===== src/mcs_consts.svh =====
`ifndef MCS_CONSTS_SVH
`define MCS_CONSTS_SVH

// register map (byte addresses)
`define MCS_OFF_CTRL      12'h000
`define MCS_OFF_ADDR      12'h004
`define MCS_OFF_STATUS    12'h008
`define MCS_OFF_RESULT    12'h00c
`define MCS_OFF_DETECT    12'h010

// control register fields
`define MCS_CTRL_LOAD_SEL   0
`define MCS_CTRL_CLEAR_SEL  1
`define MCS_CTRL_COUNT_EN   2
`define MCS_CTRL_MUX_EN     3
`define MCS_CTRL_TWOS       4
`define MCS_CTRL_DET_EN     5
`define MCS_CTRL_CYC_LSB    8
`define MCS_CTRL_RESET      32'h0000_000f

// status register fields
`define MCS_STAT_EOC        0
`define MCS_STAT_DET        1
`define MCS_STAT_CARRY      2

// data widths
`define MCS_RES_BITS        12
`define MCS_ADDR_BITS       8

// settling delay 6 us at 4 ns clock
`define MCS_DELAY_NS        6000
`define MCS_CLK_NS          4
`define MCS_DELAY_CYC       (`MCS_DELAY_NS / `MCS_CLK_NS)

`endif


===== src/mcs_pkg.sv =====
package mcs_pkg;
  typedef enum logic [1:0] {
    MCS_IDLE,
    MCS_SETTLE,
    MCS_CONVERT
  } mcs_state_t;
endpackage : mcs_pkg


===== src/mcs_edge.sv =====
`timescale 1ns/10ps
`include "mcs_consts.svh"

// edge finder on a pin taken as synchronous
module mcs_edge (
  // clock and reset
  input  wire logic pclk,
  input  wire logic presetn,
  // pin and edges
  input  wire logic pin,
  output logic      rise,
  output logic      fall
);
  logic last_reg;
  logic armed_reg;

  always_ff @(posedge pclk or negedge presetn) begin
    if (!presetn) begin
      last_reg <= 1'b1;
    end else begin
      last_reg <= pin;
    end
  end

  // pins idle at either level, so no edge until one real sample is held
  always_ff @(posedge pclk or negedge presetn) begin
    if (!presetn) begin
      armed_reg <= 1'b0;
    end else begin
      armed_reg <= 1'b1;
    end
  end

  assign rise = armed_reg & pin & ~last_reg;
  assign fall = armed_reg & ~pin & last_reg;
endmodule : mcs_edge


===== src/mcs_sar.sv =====
`timescale 1ns/10ps
`include "mcs_consts.svh"

// successive approximation model, one bit a cycle, msb first
module mcs_sar (
  // clock and reset
  input  wire logic                       pclk,
  input  wire logic                       presetn,
  // control
  input  wire logic                       start,
  input  wire logic [3:0]                 cycle_bits,
  input  wire logic [`MCS_RES_BITS-1:0]   analog,
  // result
  output logic                            busy,
  output logic                            done,
  output logic [`MCS_RES_BITS-1:0]        result
);
  logic [`MCS_RES_BITS-1:0] trial_reg;
  logic [3:0]               bit_reg;
  logic [3:0]               stop_bit;

  // 0 or anything above 12 means full resolution; n from 1 to 12 stops after n bits
  assign stop_bit = (cycle_bits == 4'h0 || cycle_bits > 4'hc) ? 4'hc : cycle_bits; // RL1

  always_ff @(posedge pclk or negedge presetn) begin
    if (!presetn) begin
      busy      <= 1'b0;
      done      <= 1'b0;
      bit_reg   <= 4'h0;
      trial_reg <= '0;
      result    <= '0;
    end else begin
      done <= 1'b0;
      if (start && !busy) begin
        busy      <= 1'b1;
        bit_reg   <= 4'h0;
        trial_reg <= '0;
      end else if (busy) begin
        // untested low bits stay zero, span 000 to fff
        if (analog[4'hb - bit_reg]) begin
          trial_reg[4'hb - bit_reg] <= 1'b1; // RL10
        end
        if (bit_reg + 4'h1 == stop_bit) begin
          busy   <= 1'b0;
          done   <= 1'b1;
          result <= trial_reg | (analog & ({`MCS_RES_BITS{1'b1}} << (4'hb - bit_reg))
                    & ({`MCS_RES_BITS{1'b1}} >> bit_reg)); // RL1
        end
        bit_reg <= bit_reg + 4'h1;
      end
    end
  end
endmodule : mcs_sar


===== src/mcs_top.sv =====
// Implementation choices: the APB interface to the registers and the register addresses.
`timescale 1ns/10ps
`include "mcs_consts.svh"

// Functional notes
// RL1: full 12 bits, or stop after n
// RL2: host holds enables low when short-cycled
// RL3: msb select gives binary or twos complement
// RL4: free-run scans while positive trigger high
// RL5: strobe fall increments address counter
// RL6: load-select low loads external address
// RL7: conversion starts after settling delay ends
// RL8: host clears address with clear-select low
// RL9: host may pulse positive trigger for calibration
// RL10: result spans all zeros to all ones
// RL11: counter, decoder and detector present
// RL12: detector short-cycles the channel scan
// RL13: no-counter variant allows random addressing only
// RL14: address supports up to 256 channels
// RL15: clear-select low makes strobe zero counter
// RL16: count enable low inhibits the counter
// RL17: eoc high during each conversion
// RL18: counter wraps to zero and continues
// RL19: channel held as binary until strobe
module mcs_top
  import mcs_pkg::*;
(
  // clock and reset
  input  wire logic                       pclk,
  input  wire logic                       presetn,
  // apb slave
  input  wire logic                       psel,
  input  wire logic                       penable,
  input  wire logic                       pwrite,
  input  wire logic [11:0]                paddr,
  input  wire logic [31:0]                pwdata,
  output logic [31:0]                     prdata,
  output logic                            pready,
  output logic                            pslverr,
  // host pins
  input  wire logic                       strobe_pin,
  input  wire logic                       trig_pos_pin,
  input  wire logic [`MCS_ADDR_BITS-1:0]  addr_in_pin,
  input  wire logic [`MCS_RES_BITS-1:0]   analog_in,
  // device outputs
  output logic [`MCS_ADDR_BITS-1:0]       addr_out,
  output logic [2:0]                      bank_en,
  output logic                            mux_on,
  output logic                            delay_out,
  output logic                            eoc,
  output logic                            carry_out,
  output logic                            detect_out,
  output logic [`MCS_RES_BITS-1:0]        data_out
);

  ////////////////////////////////////////////////////////////////////
  // registers
  logic [31:0]                ctrl_reg;
  logic [`MCS_ADDR_BITS-1:0]  addr_reg;
  logic [`MCS_ADDR_BITS-1:0]  detect_reg;
  logic [`MCS_RES_BITS-1:0]   result_reg;
  logic [12:0]                delay_cnt_reg;
  logic                       free_run_reg;
  mcs_state_t                 state_reg;

  logic                       strobe_fall;
  logic                       strobe_rise;
  logic                       trig_rise;
  logic                       trig_fall;
  logic                       sar_busy;
  logic                       sar_done;
  logic [`MCS_RES_BITS-1:0]   sar_result;
  logic                       wr_en;
  logic                       rd_en;
  logic                       det_hit;
  logic                       strobe_evt;
  logic                       pos_start;
  logic                       clr_sel;

  ////////////////////////////////////////////////////////////////////
  // pin edges
  mcs_edge u_strobe_edge (
    .pclk    (pclk),
    .presetn (presetn),
    .pin     (strobe_pin),
    .rise    (strobe_rise),
    .fall    (strobe_fall)
  );

  mcs_edge u_trig_edge (
    .pclk    (pclk),
    .presetn (presetn),
    .pin     (trig_pos_pin),
    .rise    (trig_rise),
    .fall    (trig_fall)
  );

  ////////////////////////////////////////////////////////////////////
  // apb access, zero wait states
  assign wr_en = psel & penable & pwrite;
  assign rd_en = psel & penable & ~pwrite;

  always_ff @(posedge pclk or negedge presetn) begin
    if (!presetn) begin
      ctrl_reg   <= `MCS_CTRL_RESET;
      detect_reg <= '0;
    end else if (wr_en) begin
      unique case (paddr)
        `MCS_OFF_CTRL:   ctrl_reg   <= pwdata;
        `MCS_OFF_DETECT: detect_reg <= pwdata[`MCS_ADDR_BITS-1:0];
        default: ;
      endcase
    end
  end

  always_ff @(posedge pclk or negedge presetn) begin
    if (!presetn) begin
      prdata  <= '0;
      pready  <= 1'b0;
      pslverr <= 1'b0;
    end else begin
      // ready rises in setup so the access completes at once
      pready  <= psel & ~penable;
      pslverr <= 1'b0;
      if (psel && !penable) begin
        prdata <= '0;
        unique case (paddr)
          `MCS_OFF_CTRL:   prdata <= ctrl_reg;
          `MCS_OFF_ADDR:   prdata <= {24'h000000, addr_reg};
          `MCS_OFF_STATUS: prdata <= {29'h0, carry_out, det_hit, eoc};
          `MCS_OFF_RESULT: prdata <= {20'h00000, result_reg};
          `MCS_OFF_DETECT: prdata <= {24'h000000, detect_reg};
          default:         pslverr <= 1'b1;
        endcase
      end
    end
  end

  ////////////////////////////////////////////////////////////////////
  // free-running mode: the converter's done pulse feeds the strobe
  always_ff @(posedge pclk or negedge presetn) begin
    if (!presetn) begin
      free_run_reg <= 1'b0;
    end else if (trig_rise) begin
      free_run_reg <= 1'b1; // RL4
    end else if (trig_fall) begin
      free_run_reg <= 1'b0; // RL4
    end
  end

  // strobe event: pin fall, or end of conversion while free running
  assign strobe_evt = strobe_fall | (free_run_reg & trig_pos_pin & sar_done); // RL4
  assign pos_start  = trig_rise;
  // detector hit forces clear, like the detector output tied to clear-select
  assign det_hit = ctrl_reg[`MCS_CTRL_DET_EN] & ((addr_reg & detect_reg) == detect_reg); // RL12
  assign clr_sel = ~ctrl_reg[`MCS_CTRL_CLEAR_SEL] | det_hit;

  ////////////////////////////////////////////////////////////////////
  // channel address counter / register
  logic [`MCS_ADDR_BITS-1:0]  addr_next;
  logic                       carry_next;

  // priority: clear, then load, then count
  always_comb begin
    addr_next  = addr_reg;
    carry_next = carry_out;
    if (strobe_evt) begin
      carry_next = 1'b0;
      if (clr_sel) begin
        addr_next = '0; // RL15 RL12
      end else if (!ctrl_reg[`MCS_CTRL_LOAD_SEL]) begin
        addr_next = addr_in_pin; // RL6 RL13
      end else if (ctrl_reg[`MCS_CTRL_COUNT_EN]) begin
        // wraps 255 to 0, carry marks each low-nibble rollover from f to 0 for second level
        addr_next  = addr_reg + 8'h01; // RL5 RL16 RL18 RL14
        carry_next = (addr_reg[3:0] == 4'hf); // RL11
      end
    end
  end

  // only a strobe event moves these, so they hold between strobes
  always_ff @(posedge pclk or negedge presetn) begin
    if (!presetn) begin
      addr_reg  <= '0;
      carry_out <= 1'b0;
    end else begin
      addr_reg  <= addr_next;
      carry_out <= carry_next;
    end
  end

  // address output follows the address register a cycle later, so it moves only after a strobe event
  always_ff @(posedge pclk or negedge presetn) begin
    if (!presetn) begin
      addr_out <= '0;
    end else begin
      addr_out <= addr_reg; // RL19
    end
  end

  // mux enable follows the control bit a cycle later, no strobe needed
  always_ff @(posedge pclk or negedge presetn) begin
    if (!presetn) begin
      mux_on <= 1'b0;
    end else begin
      mux_on <= ctrl_reg[`MCS_CTRL_MUX_EN];
    end
  end

  // decoder selects a 16-channel bank from bits 4 and 5
  always_ff @(posedge pclk or negedge presetn) begin
    if (!presetn) begin
      bank_en <= 3'h0;
    end else begin
      bank_en[0] <= ctrl_reg[`MCS_CTRL_MUX_EN] & (addr_reg[5:4] == 2'h0); // RL11
      bank_en[1] <= ctrl_reg[`MCS_CTRL_MUX_EN] & (addr_reg[5:4] == 2'h1);
      bank_en[2] <= ctrl_reg[`MCS_CTRL_MUX_EN] & (addr_reg[5:4] == 2'h2);
    end
  end

  // active low, as an open detector output would be
  always_ff @(posedge pclk or negedge presetn) begin
    if (!presetn) begin
      detect_out <= 1'b1;
    end else begin
      detect_out <= ~det_hit; // RL12
    end
  end

  ////////////////////////////////////////////////////////////////////
  // settling delay then conversion
  always_ff @(posedge pclk or negedge presetn) begin
    if (!presetn) begin
      state_reg     <= MCS_IDLE;
      delay_cnt_reg <= '0;
      delay_out     <= 1'b0;
    end else begin
      unique case (state_reg)
        MCS_IDLE: begin
          if (strobe_evt || pos_start) begin
            state_reg     <= MCS_SETTLE;
            delay_cnt_reg <= 13'(`MCS_DELAY_CYC - 1);
            delay_out     <= 1'b1;
          end
        end
        MCS_SETTLE: begin
          if (delay_cnt_reg == 13'h0000) begin
            // falling edge of delay starts the converter
            delay_out <= 1'b0; // RL7
            state_reg <= MCS_CONVERT;
          end else begin
            delay_cnt_reg <= delay_cnt_reg - 13'h0001;
          end
        end
        MCS_CONVERT: begin
          // free-run: the end of one conversion strobes the next,
          // which the idle state would never see since done is a pulse
          if (sar_done && strobe_evt) begin
            state_reg     <= MCS_SETTLE;
            delay_cnt_reg <= 13'(`MCS_DELAY_CYC - 1);
            delay_out     <= 1'b1; // RL4 RL7
          end else if (sar_done) begin
            state_reg <= MCS_IDLE;
          end
        end
      endcase
    end
  end

  mcs_sar u_sar (
    .pclk       (pclk),
    .presetn    (presetn),
    .start      (state_reg == MCS_CONVERT && !sar_busy && !sar_done), // RL7
    .cycle_bits (ctrl_reg[`MCS_CTRL_CYC_LSB +: 4]),
    .analog     (analog_in),
    .busy       (sar_busy),
    .done       (sar_done),
    .result     (sar_result)
  );

  // eoc follows the converter's busy flag, one cycle a bit
  always_ff @(posedge pclk or negedge presetn) begin
    if (!presetn) begin
      eoc <= 1'b0;
    end else begin
      eoc <= sar_busy; // RL17
    end
  end

  always_ff @(posedge pclk or negedge presetn) begin
    if (!presetn) begin
      result_reg <= '0;
      data_out   <= '0;
    end else if (sar_done) begin
      result_reg <= sar_result; // RL10
      // msb select: true msb binary, inverted msb twos complement
      data_out <= {sar_result[11] ^ ctrl_reg[`MCS_CTRL_TWOS], sar_result[10:0]}; // RL3
    end
  end

  // strobe_rise unused by design beyond edge tracking
  logic unused_ok;
  assign unused_ok = strobe_rise;

endmodule : mcs_top


===== config.mk =====
export PLATFORM = sky130hd
export DESIGN_NAME = mcs_top
export DESIGN_NICKNAME = d
export VERILOG_FILES = /design/src/mcs_pkg.sv /design/src/mcs_edge.sv /design/src/mcs_sar.sv /design/src/mcs_top.sv
export VERILOG_INCLUDE_DIRS = /design/src
export SDC_FILE = /design/constraint.sdc
export NUM_CORES = 1
export LEC_CHECK = 0
export ABC_AREA = 1
export BUFFER_PORTS_ARGS = -buffer_cell sky130_fd_sc_hd__buf_2
export CAP_MARGIN = 10
export CORE_UTILIZATION = 25
export CTS_CLUSTER_DIAMETER = 100
export DETAILED_ROUTE_END_ITERATION = 10
export GPL_TIMING_DRIVEN = 1
export SETUP_SLACK_MARGIN = 0.02
export SYNTH_ARGS = -nofsm -noshare
export SYNTH_HDL_FRONTEND = slang
export SYNTH_HIERARCHICAL = 1
export SYNTH_SLANG_ARGS = --single-unit

===== constraint.sdc =====
create_clock -name pclk -period 2.2 [get_ports pclk]
set_input_delay 0.22 -clock pclk [delete_from_list [all_inputs] [get_ports pclk]]
set_output_delay 0.22 -clock pclk [all_outputs]
set_load 0.03 [all_outputs]

==> key figures <==
STA
  • Fmax: 527 MHz
  • Worst slew pin tran: 0.953 ns
  • Slew headroom: 36.4%
  • Hold slack: 0.0362 ns
  • Fin Setup TNS: 0 ns
  • Worst Skew: 0.0144 ns
  • Fin worst setup slack: 0.302 ns
  • Max Transition Viols Final: 0
  • Fin crit share: 86.3%
  • Post-layout min period: 1.90 ns
  • Final-report setup violation count: 0
  • RSZ-0062 raised after global routing: false
  • Final Hold Vio Count: 0

Finish
  • Fillcell total: 3380
  • Synth-to-layout area growth: 22.0%
  • Layout Nets: 1196
  • Multi-input logic area: 3340 sq um
  • Sequential cell area: 4040 sq um
  • Commonest non-fill, non-tap cells in the layout: nand2_1, dfrtp_1, buf_2, inv_1, nor2_1
  • Diodes inserted: 0
  • Layout cell share with drive strength beyond 1: 24.9%
  • Commonest non-fill, non-tap cell in the layout: nand2_1
  • Final core area utilization: 31.1%

Setup path
  • Largest stage delay, worst path: 0.41 ns
  • Worst r2r src: u_sar/bit_reg[0]$_DFFE_PN0P_
  • Worst path slowest cell: dfrtp_1
  • RR Endpoint: u_sar/result[10]$_DFFE_PN0P_
  • Worst setup path startpoint: u_sar/bit_reg[0]$_DFFE_PN0P_
  • CP required: 2.50 ns
  • Crit-path cells: ha_1 -> inv_1 -> ha_1 -> inv_1 -> nand2_1 -> nand2_1 -> nand3_4 -> buf_4 -> nand2_1 -> o21ai_2
  • Critical Path Most Common Cell: nand2_1
  • Critical Path Sink: u_sar/result[10]$_DFFE_PN0P_
  • CP delay by family, top: adder cells
  • Cell count along the critical path: 10
  • Largest fanout on the critical path: 9
  • Setup crit end kind: flip-flop
  • CP Launch Type: flip-flop
  • CP Data Arrival Time: 2.20 ns
  • Crit path buffers/inverters: 3
  • Critical path class: flip-flop to flip-flop
  • Reg2Reg Depth: 10
  • R2r setup slk: 0.30 ns

Route
  • Routed wire per std cell: 14.3 microns
  • Initial DRT Pass Iterations: 5
  • DRC viols: 0
  • Final ANT Viol Nets: 0
  • Detailed Route Iter0 Violations: 398
  • Via count: 6666
  • Via density: 4.37
  • Total Wirelength: 21800 microns

Outcome
  • Status: finished clean

Floorplan
  • Core area: 31700 sq um
  • IO Count: 133
  • Die Ht: 182 microns
  • FP Rows: 65
  • Die X-Extent: 182 microns
  • Starting Density: 25.5%
  • Die area: 33100 sq um

Yosys
  • Post-Synthesis Cells: 964
  • YS warnings: 6
  • Cell area after synthesis: 8080 sq um
  • Syn nets: 1051
  • Average cell area after synthesis: 8.38 sq um

Placement
  • GP Congestion: 0.876
  • Input/output buffers: 132
  • Pre-CTS setup slack: 0.307 ns
  • Hpwl dp: 16300 microns

Clocking
  • CTS Buffer Depth: 2
  • Sinks on Clock Net: 161
  • Root buffer cell: clkbuf_16
  • TritonCTS Buffers: 17
  • CTS tree: done
  • Depth of the CTS H-tree: 4
  • Post-CTS sizing: 0
  • Worst-Skew Late Latency: 0.43 ns
  • Clock-pin slew on the worst setup and hold paths: 0.08 ns

Power and ir drop
  • Pleak: 0.00510 uW
  • Maximum vdd drop: 0.540 mV
  • PwrDens: 666 nW/um^2

GRT
  • Vias in the first global route: 6539
  • Global-route usage over all layers: 13.7%
  • Global-route wire length before repair: 35600 microns
  • Initial antenna violation count: 0
  • GRT overflow: 0
  • Pin count of the biggest net entering global routing: 65

Min path
  • Hold path depth: 3
  • Worst min-delay path class: input port to flip-flop

Flow run
  • Max-cap violations: 0
-- metrics by stage --
| stage | instance area (sq um) | cells | power (uW) |
|---|---|---|---|
| finish | 9860 | 1524 | 6570 |
| global route | 9860 | 1524 | 6840 |
| CTS | 9860 | 1524 | 6660 |
| detailed placement | 9250 | 1489 | 3700 |
| global placement | 9250 | 1489 | 3690 |
| floorplan | 8080 | 964 | 3400 |
-- per-layer routing --
layer	routed length [microns]	global-route usage, %	vias up
li1	-	-	3393
met3	1090	3.35	19
met1	10600	19.0	3108
met5	0	0	-
met4	294	3.76	0
met2	9850	21.0	146
-- worst reg2reg max path: cells and delay by family (launching register included) --
| kind | cells | cell delay (ns) |
|---|---|---|
| buffers and inverters | 3 | 0.42 |
| DFF | 1 | 0.41 |
| adders and majority gates | 2 | 0.54 |
| and+or+nand+nor | 4 | 0.36 |
| AOI/OAI and AO/OA | 1 | 0.05 |
-- repair_timing --
| item | in CTS | in global routing |
|---|---|---|
| setup buffers | 0 | 0 |
| hold endpoints to repair | 42 | 0 |
| hold buffers | 3 | 0 |
| setup endpoints to repair | 0 | 0 |
-- power by group --
group | internal (uW) | total (uW) | switching (uW)
clock | 1520 | 2920 | 1400
sequential | 3040 | 3110 | 71.6
combinational | 183 | 531 | 348
total | 4750 | 6570 | 1820
-- area by class of cell --
class,count,area share (%)
timing repair buffer,168,9.96
multi-input combinational,649,33.8
clock inverter,15,1.57
clock buffer,17,4.31
inverter,112,4.26
sequential,161,41.0
tap,402,5.10
-- worst min path at each step --
stage / to / startpoint / slack, ns
global route: ctrl_reg[20]$_DFFE_PN0P_ / pwdata[20] / 0.02
floorplan: addr_out[0]$_DFF_PN0_ / presetn / -0.08
detailed placement: prdata[27]$_DFFE_PN0P_ / presetn / 0.21
CTS: ctrl_reg[20]$_DFFE_PN0P_ / pwdata[20] / 0.02
global placement: prdata[27]$_DFFE_PN0P_ / presetn / 0.21
finish: detect_reg[3]$_DFFE_PN0P_ / pwdata[3] / 0.04
Note: power is estimated with default switching activity, not from simulation.
